**config.mk**
```make
export PLATFORM = sky130hd
export DESIGN_NAME = smsp_port
export DESIGN_NICKNAME = d
export VERILOG_FILES = /design/src/smsp_pkg.sv /design/src/smsp_port.sv
export SDC_FILE = /design/constraint.sdc
export NUM_CORES = 1
export LEC_CHECK = 0
export BUFFER_PORTS_ARGS = -buffer_cell sky130_fd_sc_hd__buf_2
export CORE_UTILIZATION = 40
export CTS_CLUSTER_DIAMETER = 120
export DETAILED_ROUTE_END_ITERATION = 10
export HOLD_SLACK_MARGIN = 0.06
export PLACE_DENSITY = 0.56
export SETUP_SLACK_MARGIN = 0.02
export SLEW_MARGIN = 20
export SYNTH_ARGS = -nofsm -noshare
export SYNTH_HDL_FRONTEND = slang
export SYNTH_SLANG_ARGS = --single-unit
```
**constraint.sdc**
```tcl
create_clock -name clk_in -period 8.7 [get_ports clk_in]
set_input_delay 2.175 -clock clk_in [delete_from_list [all_inputs] [get_ports clk_in]]
set_output_delay 2.175 -clock clk_in [all_outputs]
set_load 0.02 [all_outputs]
```
**src/smsp_pkg.sv**
```systemverilog
// constants, register map and helpers for the serial master/slave port
package smsp_pkg;
    // register word indices on the processor port
    localparam logic [1:0] ADDR_CONTROL = 2'h0;
    localparam logic [1:0] ADDR_STATUS  = 2'h1;
    localparam logic [1:0] ADDR_DATA    = 2'h2;
    // control bit positions
    localparam int BIT_IRQ_EN   = 7;
    localparam int BIT_ENABLE   = 6;
    localparam int BIT_LSB      = 5;
    localparam int BIT_MASTER   = 4;
    localparam int BIT_CLOCK_IDLE_LEVEL     = 3;
    localparam int BIT_CLOCK_SAMPLE_EDGE     = 2;
    localparam int BIT_RATE_HI  = 1;
    localparam int BIT_RATE_LO  = 0;
    // status bit positions
    localparam int BIT_TCF      = 7;
    localparam int BIT_WRITE_COLLISION_FLAG     = 6;
    localparam int BIT_DOUBLE   = 0;
    // reset values
    localparam logic [7:0] CONTROL_RESET = 8'h00;
    localparam logic [7:0] BYTE_ZERO     = 8'h00;
    // index of the last sample and of the last sck edge in a byte
    localparam logic [3:0] LAST_SAMPLE   = 4'h7;
    localparam logic [3:0] LAST_EDGE     = 4'hF;
    localparam logic [3:0] CNT_ZERO      = 4'h0;
    localparam logic [3:0] CNT_ONE       = 4'h1;
    localparam logic [6:0] DIV_ZERO      = 7'h00;
    localparam logic [6:0] DIV_ONE       = 7'h01;

    // half of the sck period in system clocks, per rate code
    function automatic logic [6:0] smsp_half_period(
        input logic       dbl,
        input logic [1:0] rate);
        logic [6:0] h;
        h = 7'h02;
        unique case ({dbl, rate})
            3'b000: h = 7'h02; // divide by 4
            3'b001: h = 7'h08; // divide by 16
            3'b010: h = 7'h20; // divide by 64
            3'b011: h = 7'h40; // divide by 128
            3'b100: h = 7'h01; // divide by 2
            3'b101: h = 7'h04; // divide by 8
            3'b110: h = 7'h10; // divide by 32
            3'b111: h = 7'h20; // divide by 64
        endcase
        return h;
    endfunction

    // shift one received bit in at the end opposite the outgoing one
    function automatic logic [7:0] smsp_shift_in(
        input logic [7:0] sh,
        input logic       b,
        input logic       lsb_first);
        return lsb_first ? {b, sh[7:1]} : {sh[6:0], b};
    endfunction
endpackage

```
**src/smsp_port.sv**
```systemverilog
// serial peripheral port, master or slave, with processor registers
//
// Our own choices: the placing of the registers and the address-and-strobe port.
`timescale 1ns/10ps
`default_nettype none
module smsp_port (
    input  wire logic       clk_in,
    input  wire logic       resetn_in,
    input  wire logic [1:0] addr_in,
    input  wire logic [7:0] wdata_in,
    input  wire logic       wr_in,
    input  wire logic       rd_in,
    output logic      [7:0] rdata_out,
    input  wire logic       gie_in,
    input  wire logic       irq_ack_in,
    output logic            irq_out,
    input  wire logic       sck_dir_in,
    input  wire logic       mosi_dir_in,
    input  wire logic       miso_dir_in,
    input  wire logic       ss_dir_in,
    input  wire logic       ss_value_in,
    input  wire logic       sck_in,
    output logic            sck_out,
    output logic            sck_oe_out,
    input  wire logic       mosi_in,
    output logic            mosi_out,
    output logic            mosi_oe_out,
    input  wire logic       miso_in,
    output logic            miso_out,
    output logic            miso_oe_out,
    input  wire logic       ss_in,
    output logic            ss_out,
    output logic            ss_oe_out
);
    import smsp_pkg::*;

    // whole state of the port in one record
    typedef struct packed {
        logic [7:0] ctrl;     // control register
        logic       dbl;      // double speed bit
        logic       tcf;      // transfer complete flag
        logic       write_collision_flag;     // write collision flag
        logic       arm_tcf;  // status seen with a flag set
        logic       arm_write_collision_flag; // status seen with collision set
        logic [7:0] shift;    // shift register, also the tx byte
        logic [7:0] rxbuf;    // receive buffer
        logic       tx_bit;   // bit currently presented on the line
        logic       m_busy;   // master transfer running
        logic [3:0] edge_cnt; // master sck edge index
        logic [6:0] div_cnt;  // master half period counter
        logic       sck_lvl;  // master sck level
        logic [3:0] bitcnt;   // slave samples in current byte
        logic       ss_s1;    // select sync stage one
        logic       ss_s2;    // select sync stage two
        logic       sck_s1;   // sck sync stage one
        logic       sck_s2;   // sck sync stage two
        logic       sck_s3;   // previous synced sck, for edges
        logic [7:0] rdata;    // read answer
        logic       irq;      // interrupt request
        logic       sck_o;    // pin outputs
        logic       sck_oe;
        logic       mosi_o;
        logic       mosi_oe;
        logic       miso_o;
        logic       miso_oe;
        logic       ss_o;
        logic       ss_oe;
    } smsp_state_type;

    smsp_state_type s;      // registered state
    smsp_state_type next_s; // next state

    // decoded control fields
    logic en, mst, clock_idle_level, clock_sample_edge, lsb;
    assign en   = s.ctrl[BIT_ENABLE];
    assign mst  = s.ctrl[BIT_MASTER];
    assign clock_idle_level = s.ctrl[BIT_CLOCK_IDLE_LEVEL];
    assign clock_sample_edge = s.ctrl[BIT_CLOCK_SAMPLE_EDGE];
    assign lsb  = s.ctrl[BIT_LSB];

    // next state logic
    always_comb begin
        logic       head;     // outgoing bit of the shift register
        logic       wr_data;  // write to data register
        logic       busy;     // any byte in flight
        logic       leading;  // slave edge leaves idle level
        logic [6:0] half;     // master half period
        head    = lsb ? s.shift[0] : s.shift[7];
        wr_data = wr_in && (addr_in == ADDR_DATA);
        busy    = s.m_busy || (s.bitcnt != CNT_ZERO);
        leading = 1'b0;
        half    = smsp_half_period(s.dbl,
                      {s.ctrl[BIT_RATE_HI], s.ctrl[BIT_RATE_LO]});
        next_s  = s;

        // two flop synchronisers; only stage two and later are used
        next_s.ss_s1  = ss_in;
        next_s.ss_s2  = s.ss_s1;
        next_s.sck_s1 = sck_in;
        next_s.sck_s2 = s.sck_s1;
        next_s.sck_s3 = s.sck_s2;

        // flag clearing by status read then data access
        if (rd_in && addr_in == ADDR_STATUS) begin
            next_s.arm_tcf  = s.tcf || s.write_collision_flag;
            next_s.arm_write_collision_flag = s.write_collision_flag;
        end
        if ((rd_in || wr_in) && addr_in == ADDR_DATA) begin
            if (s.arm_tcf) begin
                next_s.tcf = 1'b0;
            end
            if (s.arm_write_collision_flag) begin
                next_s.write_collision_flag = 1'b0;
            end
            next_s.arm_tcf  = 1'b0;
            next_s.arm_write_collision_flag = 1'b0;
        end
        // taking the interrupt vector clears the complete flag
        if (irq_ack_in) begin
            next_s.tcf = 1'b0;
        end

        // register writes
        if (wr_in && addr_in == ADDR_CONTROL) begin
            next_s.ctrl = wdata_in;
        end
        if (wr_in && addr_in == ADDR_STATUS) begin
            next_s.dbl = wdata_in[BIT_DOUBLE];
        end
        if (wr_data) begin
            if (busy) begin
                // single tx buffer: a busy write is refused
                next_s.write_collision_flag = 1'b1;
            end else begin
                next_s.shift  = wdata_in;
                next_s.tx_bit = lsb ? wdata_in[0] : wdata_in[7];
                if (en && mst) begin
                    next_s.m_busy   = 1'b1;
                    next_s.edge_cnt = CNT_ZERO;
                    next_s.div_cnt  = DIV_ZERO;
                end
            end
        end

        // master engine
        if (en && mst && s.m_busy) begin
            if (s.div_cnt == half - DIV_ONE) begin
                next_s.div_cnt = DIV_ZERO;
                next_s.sck_lvl = ~s.sck_lvl;
                if (s.edge_cnt[0] == clock_sample_edge) begin
                    // sample edge; even index is a leading edge
                    next_s.shift = smsp_shift_in(s.shift, miso_in,
                                                 lsb);
                end else begin
                    next_s.tx_bit = head;
                end
                next_s.edge_cnt = s.edge_cnt + CNT_ONE;
                if (s.edge_cnt == LAST_EDGE) begin
                    // eight bits out, clock generator stops
                    next_s.m_busy = 1'b0;
                    next_s.rxbuf  = next_s.shift;
                    next_s.tcf    = 1'b1;
                end
            end else begin
                next_s.div_cnt = s.div_cnt + DIV_ONE;
            end
        end else if (!s.m_busy) begin
            next_s.sck_lvl = clock_idle_level;
        end

        // low select input while master: another master takes over
        if (en && mst && !ss_dir_in && !s.ss_s2) begin
            next_s.ctrl[BIT_MASTER] = 1'b0;
            next_s.tcf      = 1'b1;
            next_s.m_busy   = 1'b0;
            next_s.edge_cnt = CNT_ZERO;
            next_s.sck_lvl  = clock_idle_level;
        end

        // slave engine; rate bits play no part here
        if (en && !mst) begin
            if (s.ss_s2) begin
                // deselected: reset the sample counter, present first bit
                next_s.bitcnt = CNT_ZERO;
                if (!wr_data) begin
                    next_s.tx_bit = head;
                end
            end else if (s.sck_s2 != s.sck_s3) begin
                leading = (s.sck_s2 != clock_idle_level);
                if (leading != clock_sample_edge) begin
                    // mosi is read late by the sync delay; external
                    // sck limits keep it stable across that delay
                    next_s.shift  = smsp_shift_in(s.shift, mosi_in,
                                        lsb);
                    next_s.bitcnt = s.bitcnt + CNT_ONE;
                    if (s.bitcnt == LAST_SAMPLE) begin
                        next_s.bitcnt = CNT_ZERO;
                        next_s.rxbuf  = next_s.shift;
                        next_s.tcf    = 1'b1;
                    end
                end else begin
                    next_s.tx_bit = head;
                end
            end
        end

        // disabled port performs no transfer
        if (!en) begin
            next_s.m_busy = 1'b0;
            next_s.bitcnt = CNT_ZERO;
        end

        // read answer, one cycle after the strobe
        next_s.rdata = BYTE_ZERO;
        if (rd_in) begin
            unique case (addr_in)
                ADDR_CONTROL: next_s.rdata = s.ctrl;
                ADDR_STATUS:  next_s.rdata = {s.tcf, s.write_collision_flag, 5'h00,
                                              s.dbl};
                ADDR_DATA:    next_s.rdata = s.rxbuf;
                default:      next_s.rdata = BYTE_ZERO;
            endcase
        end

        // interrupt request
        next_s.irq = next_s.ctrl[BIT_IRQ_EN] && next_s.tcf
                     && gie_in;

        // pin drivers
        next_s.sck_o   = next_s.sck_lvl;
        next_s.mosi_o  = next_s.tx_bit;
        next_s.miso_o  = next_s.tx_bit;
        next_s.sck_oe  = en && next_s.ctrl[BIT_MASTER] && sck_dir_in;
        next_s.mosi_oe = en && next_s.ctrl[BIT_MASTER]
                         && mosi_dir_in;
        next_s.miso_oe = en && !next_s.ctrl[BIT_MASTER] && !s.ss_s2
                         && miso_dir_in;
        next_s.ss_o    = ss_value_in;
        next_s.ss_oe   = ss_dir_in
                         && !(en && !next_s.ctrl[BIT_MASTER]);
    end

    // state register
    always_ff @(posedge clk_in or negedge resetn_in) begin
        if (!resetn_in) begin
            s       <= '0;
            s.ctrl  <= CONTROL_RESET;
            s.ss_s1 <= 1'b1;
            s.ss_s2 <= 1'b1;
        end else begin
            s <= next_s;
        end
    end

    // outputs straight from the state register
    assign rdata_out   = s.rdata;
    assign irq_out     = s.irq;
    assign sck_out     = s.sck_o;
    assign sck_oe_out  = s.sck_oe;
    assign mosi_out    = s.mosi_o;
    assign mosi_oe_out = s.mosi_oe;
    assign miso_out    = s.miso_o;
    assign miso_oe_out = s.miso_oe;
    assign ss_out      = s.ss_o;
    assign ss_oe_out   = s.ss_oe;
endmodule
`default_nettype wire

```
==> results of run 1 <==
-- worst register-to-register path, delay by kind of cell (launching register included) --
kind                       cells  cell delay, ns
adders and majority gates      1            0.27
AOI/OAI and AO/OA              3            0.84
xor gates and xnor gates       1            0.34
and+or+nand+nor                4            1.11
DFF                            1            0.54
-- metal layers --
layer  global-route usage  vias up  share of wire
met3               0.0369        8          0.033
met2                0.316       54           0.47
met1                0.256     1329           0.48
met4               0.0689        0          0.010
li1                     -     1314              -
met5                    0        -              0
-- power breakdown --
part | leakage, nW | switching (mW) | total (mW) | internal (mW)
registers | 0.814 | 0.0672 | 0.426 | 0.359
clock network | 0.103 | 0.130 | 0.270 | 0.141
logic | 0.991 | 0.151 | 0.269 | 0.118
total | 1.91 | 0.348 | 0.965 | 0.617
-- state kept, by name (all words and copies together), names as in the netlist --
| register | flops |
|---|---|
| rdata_out | 8 |
| miso_oe_out | 1 |
| en | 1 |
| clock_sample_edge | 1 |
| lsb | 1 |
| ss_oe_out | 1 |
| irq_out | 1 |
| s | 42 |
| ss_out | 1 |
| mosi_oe_out | 1 |
| clock_idle_level | 1 |
| miso_out | 1 |
| next_s | 3 |
| sck_oe_out | 1 |
| mst | 1 |
| sck_out | 1 |
-- metrics by stage --
stage,power (mW),cell area (µm²)
finish,0.965,4130
global route,1.03,4130
CTS,0.974,4130
detailed placement,0.699,3930
global placement,0.697,3930
floorplan,0.627,3720
-- Yosys cell counts (2+ instances only) --
| library cell | instances |
|---|---|
| mux2_2 | 8 |
| xnor2_1 | 4 |
| a21boi_0 | 2 |
| xor2_2 | 2 |
| and3_1 | 7 |
| nor4_4 | 2 |
| dfstp_2 | 2 |
| a41oi_1 | 3 |
| nor3b_1 | 10 |
| buf_4 | 9 |
| a221oi_2 | 6 |
| mux2i_1 | 40 |
| nor3b_2 | 2 |
| or2_2 | 3 |
| ha_1 | 5 |
| a31oi_1 | 2 |
| or3_1 | 3 |
| a21oi_1 | 17 |
| nand3b_1 | 2 |
| o21ai_0 | 15 |
| nor2b_1 | 5 |
| a21o_1 | 2 |
| and2_1 | 3 |
| buf_1 | 3 |
| nand3_1 | 5 |
| nand2_1 | 17 |
| nand2b_1 | 8 |
| dfrtp_1 | 64 |
| nor3_1 | 11 |
| nor2_1 | 30 |
| a211o_1 | 4 |
| inv_1 | 6 |
| xor2_1 | 5 |
| buf_2 | 4 |
| a211oi_1 | 6 |
| nor4b_1 | 3 |
| buf_6 | 2 |
| o21bai_1 | 2 |
| clkbuf_1 | 7 |
-- placed cells by master, fill, tap and decap left out, drive strengths merged, types with 3 or more instances in the layout --
master | Yosys | layout
dfrtp | 64 | 64
buf | 18 | 43
mux2i | 41 | 41
nor2 | 30 | 30
nand2 | 18 | 18
a21oi | 18 | 18
o21ai | 16 | 16
nor3b | 12 | 12
nor3 | 11 | 11
clkbuf | 7 | 10
nand2b | 8 | 8
mux2 | 8 | 8
and3 | 7 | 7
inv | 6 | 7
a211oi | 7 | 7
xor2 | 7 | 7
a221oi | 6 | 6
nand3 | 5 | 5
nor2b | 5 | 5
ha | 5 | 5
a211o | 5 | 5
xnor2 | 4 | 4
or3 | 3 | 3
or2 | 3 | 3
nor4b | 3 | 3
and2 | 3 | 3
a41oi | 3 | 3
clkinv | 0 | 3
-- cells by family (layout without fill, tap and decap cells) --
| logic type | Yosys count | in the layout |
|---|---|---|
| buffers and inverters | 31 | 65 |
| flip-flops | 66 | 66 |
| AND/OR/NAND/NOR | 119 | 119 |
| XOR/XNOR | 11 | 11 |
| adder cells (fa/ha/maj) | 5 | 5 |
| AO/OA/AOI/OAI | 69 | 69 |
| multiplexers | 49 | 49 |
-- path summary, 6_finish.rpt --
check / cells after the start / to / slack, ns
min: 0 / next_s[17] / 0.36
max in group asynchronous: 2 / s[34] / 6.12
max reg2reg: 9 / s[41] / 5.48
max: 7 / s[55] / 4.96
min in group asynchronous: 2 / mosi_oe_out / 2.01
min reg2reg: 0 / next_s[17] / 0.36
-- layout make-up --
class / instances / area (µm²) / area share
clock buffers: 10 / 138 / 0.0333
clock inverters: 6 / 65.1 / 0.0157
inverters: 6 / 22.5 / 0.00545
multi-input cells: 253 / 1900 / 0.459
flip-flops and latches: 66 / 1650 / 0.400
well taps: 108 / 135 / 0.0327
repair buffers: 43 / 220 / 0.0533
==> impl_metrics.env, run 1 <==
export IMPL_required_ns=8.90
export IMPL_slowest_delay_ns=0.37
export IMPL_vias_per_cell=5.50
export IMPL_path_class="in -> reg"
export IMPL_drtIter0Drc=168
export IMPL_utilization=0.467
export IMPL_fin_crit_sh=0.430
export IMPL_grt_pass1_wl_um=14200
export IMPL_yosys_warnings=0
export IMPL_synth_top_family_by_area="simple AND/OR/NAND/NOR gates"
export IMPL_path_buf_inv=1
export IMPL_synthArstFlopShare=1.00
export IMPL_die_width_um=98.5
export IMPL_clock_latency_ns=0.34
export IMPL_postCtsHoldBufs=0
export IMPL_port_buffers=41
export IMPL_post_route_min_period_ns=3.74
export IMPL_avgRoutedWirePerCell_um=17.3
export IMPL_hold_slack_ns=0.355
export IMPL_num_io_pins=42
export IMPL_cts_sinks=66
export IMPL_startpoint_type="primary input"
export IMPL_setup_ws_ns=4.96
export IMPL_synth_fa_ha_area_frac=0.0168
export IMPL_cpLargestDelayFamily="simple AND/OR/NAND/NOR gates"
export IMPL_synth_area_top_cells="dfrtp_1, mux2i_1, nor2_1"
export IMPL_reg2reg_from="s[62]"
export IMPL_cap_violations=0
export IMPL_synth_top_area_frac=0.430
export IMPL_antenna_left=0
export IMPL_syn_to_final_growth_pct=11.0
export IMPL_path_cells="buf_2 > and3b_1 > nand2_1 > mux2i_1 > a21oi_1 > a211oi_1 > a21oi_1"
export IMPL_place_inst=476
export IMPL_power_density_nw_per_um2=234
export IMPL_syn_cell_area_um2=3720
export IMPL_rsz0062_at_grt="false"
export IMPL_drt_pass1_iter_count=9
export IMPL_cts_setup_buffers=0
export IMPL_place_congestion=0.820
export IMPL_worstSetupEndpointType="flip-flop"
export IMPL_final_max_slew_viol_count=0
export IMPL_setup_tns_ns=0
export IMPL_ys_types=58
export IMPL_cts_resized=0
export IMPL_cp_max_fo=16
export IMPL_setup_viol=0
export IMPL_diodes=0
export IMPL_nNetsFinal=409
export IMPL_synthesis_nets=380
export IMPL_fp_coreArea_um2=8850
export IMPL_hold_viol=0
export IMPL_htreeDepth=3
export IMPL_grt_pass1_vias=2752
export IMPL_grt_usage=0.193
export IMPL_finClkSkew_ns=0.00990
export IMPL_grt_max_degree=67
export IMPL_hold_path_class="reg -> reg"
export IMPL_max_freq_mhz=268
export IMPL_synth_edf_count=0
export IMPL_synth_compound_area_frac=0.138
export IMPL_die_h_um=98.5
export IMPL_crit_slowest_cell="mux2i_1"
export IMPL_cts_root_buf="clkbuf_8"
export IMPL_drt_wl_total_um=8490
export IMPL_cts_tree="built"
export IMPL_avgSynthCellArea_um2=10.6
export IMPL_antenna_found_initial=0
export IMPL_rows=34
export IMPL_synth_main_ff_cell="dfrtp_1"
export IMPL_synth_xor_area_frac=0.0299
export IMPL_muxShareOfSynthArea=0.138
export IMPL_synth_yosys_seq_area_share=0.444
export IMPL_drive_gt1_frac=0.245
export IMPL_violations="DRC"
export IMPL_via_count=2705
export IMPL_p_leak_nw=1.91
export IMPL_cp_arrival_ns=3.94
export IMPL_pre_cts_ws_ns=4.64
export IMPL_cts_buffer_depth=2
export IMPL_dpl_hpwl_um=5930
export IMPL_ir_drop_mv=0.0800
export IMPL_overflow=0
export IMPL_initial_core_util=0.421
export IMPL_cts_buffers=9
export IMPL_yosys_area_share_simple=0.187
export IMPL_clkTransAtPathRegs_ns=0.08
export IMPL_max_slew_margin_rel=0.328
export IMPL_critPathLaunch="addr_in[1]"
export IMPL_yosys_area_top_type="dfrtp_1"
export IMPL_dieArea_um2=9700
export IMPL_crit_top_cell="a21oi_1"
export IMPL_min_from="next_s[18]"
export IMPL_outcome="finished with violations"
export IMPL_final_cells=492
export IMPL_synth_cells=350
export IMPL_worst_slew_pin_slew_ns=1.00
export IMPL_drc=5
export IMPL_ys_ff_latch=66
export IMPL_fillers=857
No activity file was read; power rests on OpenSTA's default activity.
==> inputs of run 2 (changes only) <==
--- a/config.mk
+++ b/config.mk
@@ -5,6 +5,7 @@
 export SDC_FILE = /design/constraint.sdc
 export NUM_CORES = 1
 export LEC_CHECK = 0
+export ABC_AREA = 1
 export BUFFER_PORTS_ARGS = -buffer_cell sky130_fd_sc_hd__buf_2
 export CORE_UTILIZATION = 40
 export CTS_CLUSTER_DIAMETER = 120
==> constraint.sdc (replaced) <==
create_clock -name clk_in -period 3.7 [get_ports clk_in]
set_input_delay 0.925 -clock clk_in [delete_from_list [all_inputs] [get_ports clk_in]]
set_output_delay 0.925 -clock clk_in [all_outputs]
set_load 0.02 [all_outputs]
==> run 2 against run 1 <==
- the flow still finishes with violations (DRC)
- core utilization up 0.23 points
- non-clock buffer count up 2
- synthesized area unchanged
- global-route usage rose by 2.4 points
- first-iteration DRC count grew 45%
- worst hold slack lost 0.0034 ns
- wire length up 13%
- critical path type is now reg -> reg
- critical endpoint is now s[42]
- highest routed layer unchanged
==> impl_metrics.env, run 2 <==
export IMPL_ir_drop_mv=0.196
export IMPL_path_class="reg -> reg"
export IMPL_clock_latency_ns=0.35
export IMPL_worst_slew_pin_slew_ns=0.822
export IMPL_path_cells="nor2_2 > nand2_2 > ha_1 > inv_2 > nand2_1 > nand3_1 > nand2_1 > nor2_1 > nand2_1 > nor2_2 > nand2_2 > nor2_4 > nand2_1 > nand3_1 > o21ai_1"
export IMPL_synth_edf_count=0
export IMPL_max_freq_mhz=383
export IMPL_clkTransAtPathRegs_ns=0.08
export IMPL_top_register="s"
export IMPL_synthesis_nets=534
export IMPL_rows=34
export IMPL_fillers=906
export IMPL_violations="DRC"
export IMPL_finClkSkew_ns=0.0122
export IMPL_synth_most_common_cell="nand2_1"
export IMPL_cts_buffers=9
export IMPL_synth_cells=504
export IMPL_syn_to_final_growth_pct=11.6
export IMPL_hold_path_class="reg -> reg"
export IMPL_port_buffers=41
export IMPL_largest_register_ffs=42
export IMPL_antenna_found_initial=0
export IMPL_reg2reg_from="s[62]"
export IMPL_regToRegEndpoint="s[42]"
export IMPL_hold_viol=0
export IMPL_startpoint_type="flip-flop"
export IMPL_overflow=0
export IMPL_finalInstanceArea_um2=4150
export IMPL_cp_max_fo=14
export IMPL_fp_coreArea_um2=8850
export IMPL_diodes=0
export IMPL_avgRoutedWirePerCell_um=14.7
export IMPL_ys_ff_latch=66
export IMPL_max_slew_margin_rel=0.452
export IMPL_crit_path_end="s[42]"
export IMPL_grt_max_degree=38
export IMPL_synth_area_top_cells="dfrtp_1, nand2_1, inv_1"
export IMPL_crit_top_cell="nand2_1"
export IMPL_drc=3
export IMPL_dpl_hpwl_um=7150
export IMPL_postCtsHoldBufs=0
export IMPL_yosys_area_top_type="dfrtp_1"
export IMPL_grt_pass1_wl_um=16300
export IMPL_drt_pass1_iter_count=10
export IMPL_post_route_min_period_ns=2.61
export IMPL_yosys_warnings=0
export IMPL_rsz0062_at_grt="false"
export IMPL_vias_per_cell=5.15
export IMPL_register_area_um2=1650
export IMPL_hold_slack_ns=0.352
export IMPL_layout_common_cells="nand2_1, dfrtp_1, inv_1"
export IMPL_htreeDepth=3
export IMPL_cap_violations=0
export IMPL_synth_top_area_frac=0.430
export IMPL_cts_tree="built"
export IMPL_synth_common_cells="nand2_1, dfrtp_1, inv_1, nand3_1, o21ai_0"
export IMPL_avgSynthCellArea_um2=7.39
export IMPL_cts_setup_buffers=0
export IMPL_r2r_cells=15
export IMPL_worstSetupEndpointType="flip-flop"
export IMPL_synth_yosys_seq_area_share=0.444
export IMPL_die_width_um=98.5
export IMPL_multi_input_area_um2=1690
export IMPL_synth_main_ff_cell="dfrtp_1"
export IMPL_nNetsFinal=570
export IMPL_cts_root_buf="clkbuf_8"
export IMPL_power_density_nw_per_um2=556
export IMPL_ys_types=33
export IMPL_required_ns=3.92
export IMPL_cp_arrival_ns=2.83
export IMPL_outcome="finished with violations"
export IMPL_cpLargestDelayFamily="simple AND/OR/NAND/NOR gates"
export IMPL_num_io_pins=42
export IMPL_place_congestion=0.875
export IMPL_rrSetupSlack_ns=1.09
export IMPL_final_max_slew_viol_count=0
export IMPL_setup_viol=0
export IMPL_fin_crit_sh=0.706
export IMPL_initial_core_util=0.421
export IMPL_antenna_left=0
export IMPL_via_count=3363
export IMPL_dieArea_um2=9700
export IMPL_cts_resized=0
export IMPL_drive_gt1_frac=0.145
export IMPL_final_common_cell="nand2_1"
export IMPL_critPathLaunch="s[62]"
export IMPL_slowest_delay_ns=0.47
export IMPL_setup_tns_ns=0
export IMPL_drtIter0Drc=243
export IMPL_die_h_um=98.5
export IMPL_drt_wl_total_um=9600
export IMPL_dpl_cell_area_um2=3970
export IMPL_path_buf_inv=1
export IMPL_synthArstFlopShare=1.00
export IMPL_grt_pass1_vias=3316
export IMPL_crit_slowest_cell="dfrtp_1"
export IMPL_syn_cell_area_um2=3720
export IMPL_cts_sinks=66
export IMPL_cts_buffer_depth=2
export IMPL_crit_cells=15
export IMPL_grt_usage=0.217
export IMPL_p_leak_nw=2.20
run 2: cell types whose count changed after synthesis, moves of 8 or more:
cell	before	now
mux2_2	8	0
nand2b_1	8	0
inv_1	6	63
nand3_1	5	42
o21ai_0	15	40
mux2i_1	40	0
o21ai_1	1	18
nand2_1	17	154
nor3b_1	10	0
run 2: where the power goes:
part	switching [mW]	total (mW)	internal, mW
Combinational	0.477	0.736	0.258
Sequential	0.127	0.975	0.848
Clock	0.287	0.598	0.311
run 2: final cells by class:
cell class | instances | share of cell area
inverter | 68 | 0.0615
multi-input combinational | 350 | 0.406
clock inverter | 5 | 0.0136
clock buffer | 11 | 0.0316
sequential | 66 | 0.398
timing repair buffer | 45 | 0.0566
tap | 108 | 0.0325
run 2: through the flow:
step / total power [mW] / util / setup WS, ns / cells
after floorplan: 1.52 / - / 1.57 / 504
after global placement: 1.72 / 0.448 / 1.07 / 637
after detailed placement: 1.72 / 0.448 / 1.00 / 637
after CTS: 2.33 / 0.469 / 1.07 / 653
after global routing: 2.50 / 0.469 / 0.704 / 653
final: 2.31 / 0.469 / 1.09 / 653
run 2: cells by family (layout without fill, tap and decap cells):
family,after synthesis,after routing,share of synthesized area
xor+xnor,11,11,0.0259
simple gates,247,247,0.284
buf+inv,88,129,0.103
flops,66,66,0.444
fa+ha+maj,5,5,0.0168
compound gates,87,87,0.126
run 2: how the worst min path moves through the flow:
stage / from / endpoint / slack (ns) / cells past startpoint
after global placement: next_s[18] / next_s[17] / 0.34 / 0
after detailed placement: next_s[18] / next_s[17] / 0.34 / 0
after global routing: next_s[18] / next_s[17] / 0.36 / 0
final: next_s[18] / next_s[17] / 0.35 / 0
after CTS: next_s[18] / next_s[17] / 0.36 / 0
after floorplan: next_s[18] / next_s[17] / 0.33 / 0
run 2: layer usage:
layer	up-vias	wire length [µm]	track usage
li1	1683	-	-
met1	1555	4550	0.306
met2	116	4300	0.334
met3	9	634	0.0433
met4	0	110	0.0723
met5	-	0	0
run 2: worst reg2reg max path: cells and delay by family (launching register included):
family | cells | cell delay, ns
AOI/OAI and AO/OA | 1 | 0.08
buffers and inverters | 1 | 0.08
DFF | 1 | 0.47
and+or+nand+nor | 12 | 1.60
adders and majority gates | 1 | 0.28
==> inputs of run 3 (changes only) <==
==> constraint.sdc (replaced) <==
create_clock -name clk_in -period 2.7 [get_ports clk_in]
set_input_delay 0.675 -clock clk_in [delete_from_list [all_inputs] [get_ports clk_in]]
set_output_delay 0.675 -clock clk_in [all_outputs]
set_load 0.02 [all_outputs]
==> run 3 against run 2 <==
- the run still ends with DRC left
- global-route usage is 0.63 points lower
- critical path depth stayed put
- first-iteration DRC count is 7.4% lower
- final cell count is 0.92% higher
- sequential power is 37% higher
- wire length is 2.1% lower
- clock power is 74% higher
- critical path type unchanged
- sequential share of layout area is 1.3 points lower
- worst setup slack worse by 0.82 ns
- critical endpoint is now s[54]
- die area stayed put
- maximum frequency is 7.5% higher
- core utilization is 1.6 points higher
==> impl_metrics.env, run 3 (synthesis gave the netlist of run 2 again) <==
export IMPL_p_clk_frac=0.305
export IMPL_crit_top_cell="nand2_1"
export IMPL_p_comb_frac=0.303
export IMPL_vias_per_cell=5.04
export IMPL_path_class="reg -> reg"
export IMPL_r2r_cells=15
export IMPL_max_freq_mhz=411
export IMPL_rrSetupSlack_ns=0.27
export IMPL_cp_arrival_ns=2.64
export IMPL_grt_pass1_vias=3150
export IMPL_final_cells=659
export IMPL_power_total_mw=3.42
export IMPL_diodes=0
export IMPL_rows=34
export IMPL_grt_pass1_wl_um=15800
export IMPL_finalInstanceArea_um2=4300
export IMPL_num_io_pins=42
export IMPL_place_congestion=0.863
export IMPL_top_register="s"
export IMPL_dpl_cell_area_um2=4010
export IMPL_finClkSkew_ns=0.00961
export IMPL_setup_viol=0
export IMPL_rsz0062_at_grt="false"
export IMPL_nNetsFinal=576
export IMPL_drt_pass1_iter_count=8
export IMPL_hold_path_class="in -> async"
export IMPL_htreeDepth=3
export IMPL_post_route_min_period_ns=2.43
export IMPL_syn_to_final_growth_pct=15.4
export IMPL_final_max_slew_viol_count=0
export IMPL_reg2reg_from="s[62]"
export IMPL_startpoint_type="flip-flop"
export IMPL_drt_wl_total_um=9390
export IMPL_antenna_found_initial=0
export IMPL_worst_slew_pin_slew_ns=0.628
export IMPL_via_count=3323
export IMPL_layout_common_cells="nand2_1, dfrtp_1, inv_1"
export IMPL_largest_register_ffs=42
export IMPL_cts_buffer_depth=2
export IMPL_fin_crit_sh=0.900
export IMPL_cts_sinks=66
export IMPL_cts_root_buf="clkbuf_8"
export IMPL_antenna_left=0
export IMPL_multi_input_area_um2=1700
export IMPL_port_buffers=41
export IMPL_p_leak_nw=2.28
export IMPL_avgRoutedWirePerCell_um=14.3
export IMPL_fp_coreArea_um2=8850
export IMPL_postCtsHoldBufs=0
export IMPL_clock_latency_ns=0.35
export IMPL_dpl_hpwl_um=7050
export IMPL_grt_usage=0.210
export IMPL_place_inst=641
export IMPL_hold_viol=0
export IMPL_internal_power_mw=2.16
export IMPL_drtIter0Drc=225
export IMPL_crit_slowest_cell="dfrtp_1"
export IMPL_fillers=894
export IMPL_clkTransAtPathRegs_ns=0.07
export IMPL_max_slew_margin_rel=0.580
export IMPL_register_area_um2=1650
export IMPL_worstSetupEndpointType="flip-flop"
export IMPL_cap_violations=0
export IMPL_pre_cts_ws_ns=0.0990
export IMPL_required_ns=2.91
export IMPL_switching_share=0.367
export IMPL_grt_max_degree=67
export IMPL_setup_ws_ns=0.270
export IMPL_drive_gt1_frac=0.158
export IMPL_outcome="finished with violations"
export IMPL_cts_buffers=9
export IMPL_overflow=0
export IMPL_cp_max_fo=9
export IMPL_path_cells="nor2_4 > nand2_2 > ha_1 > inv_1 > nand2_1 > nand2_1 > nor2_1 > nand3_1 > nor2_1 > nand2_2 > nor2_4 > buf_12 > nand2_1 > nand3_1 > o21ai_0"
export IMPL_ir_drop_mv=0.257
export IMPL_regToRegEndpoint="s[54]"
export IMPL_sequentialPowerShare=0.392
export IMPL_drc=3
export IMPL_die_width_um=98.5
export IMPL_initial_core_util=0.421
export IMPL_cts_tree="built"
export IMPL_slowest_delay_ns=0.49
export IMPL_setup_tns_ns=0
export IMPL_power_density_nw_per_um2=796
export IMPL_violations="DRC"
export IMPL_dieArea_um2=9700
export IMPL_p_sw_mw=1.26
export IMPL_die_h_um=98.5
export IMPL_final_common_cell="nand2_1"
[run 3: cell types whose count changed in the layout (fill, tap and decap cells not counted), sizes merged]
cell / previous run / this run
buf: 45 / 51
clkinv: 3 / 2
clkinvlp: 1 / 0
inv: 68 / 69
clkbuf: 11 / 10
bufinv: 1 / 3
[run 3: layer usage]
layer / global-route usage / share of wire / vias up
met2: 0.319 / 0.43 / 87
met3: 0.0305 / 0.048 / 15
met1: 0.304 / 0.50 / 1526
met5: 0 / 0 / -
li1: - / - / 1695
met4: 0.0838 / 0.022 / 0
[run 3: critical path, delay by kind of cell (launching register included)]
family / cells / cell delay, ns
AO/OA/AOI/OAI: 1 / 0.10
buffers and inverters: 2 / 0.19
adder cells (fa/ha/maj): 1 / 0.31
flip-flops: 1 / 0.49
AND/OR/NAND/NOR: 11 / 1.17
[run 3: layout make-up]
type | instances | area share
Inverter | 68 | 0.0594
Clock inverter | 6 | 0.0262
Timing Repair Buffer | 51 | 0.0711
Multi-Input combinational cell | 350 | 0.395
Tap cell | 108 | 0.0315
Sequential cell | 66 | 0.385
Clock buffer | 10 | 0.0320
[run 3: per-stage QoR]
step | hold slack, ns | utilization
floorplan | 0.331 | -
global placement | 0.344 | 0.453
detailed placement | 0.346 | 0.453
CTS | 0.335 | 0.481
global route | 0.354 | 0.485
finish | 0.322 | 0.485
[run 3: what timing repair did]
| item | CTS | global route |
|---|---|---|
| setup buffers | 0 | 2 |
| resized for setup | 0 | 2 |
| setup endpoints to repair | 0 | 20 |
[run 3: how the worst max path moves through the flow]
stage,startpoint,end,slack [ns],depth (start not counted)
2_1_floorplan,s[62],s[54],0.58,16
3_3_place_gp,s[62],s[43],0.17,15
3_5_place_dp,s[62],s[45],0.1,15
4_1_cts,s[62],s[45],0.11,15
5_1_grt,s[62],s[47],0.04,16
6_report,s[62],s[54],0.27,15
[run 3: power groups by stage]
| stage | combinational, mW | sequential, mW | clock [mW] |
|---|---|---|---|
| after floorplan | 0.780 | 1.30 | 0 |
| after global placement | 1.02 | 1.35 | 0 |
| after detailed placement | 1.02 | 1.36 | 0 |
| after CTS | 1.03 | 1.34 | 1.07 |
| after global routing | 1.19 | 1.37 | 1.12 |
| final | 1.04 | 1.34 | 1.04 |
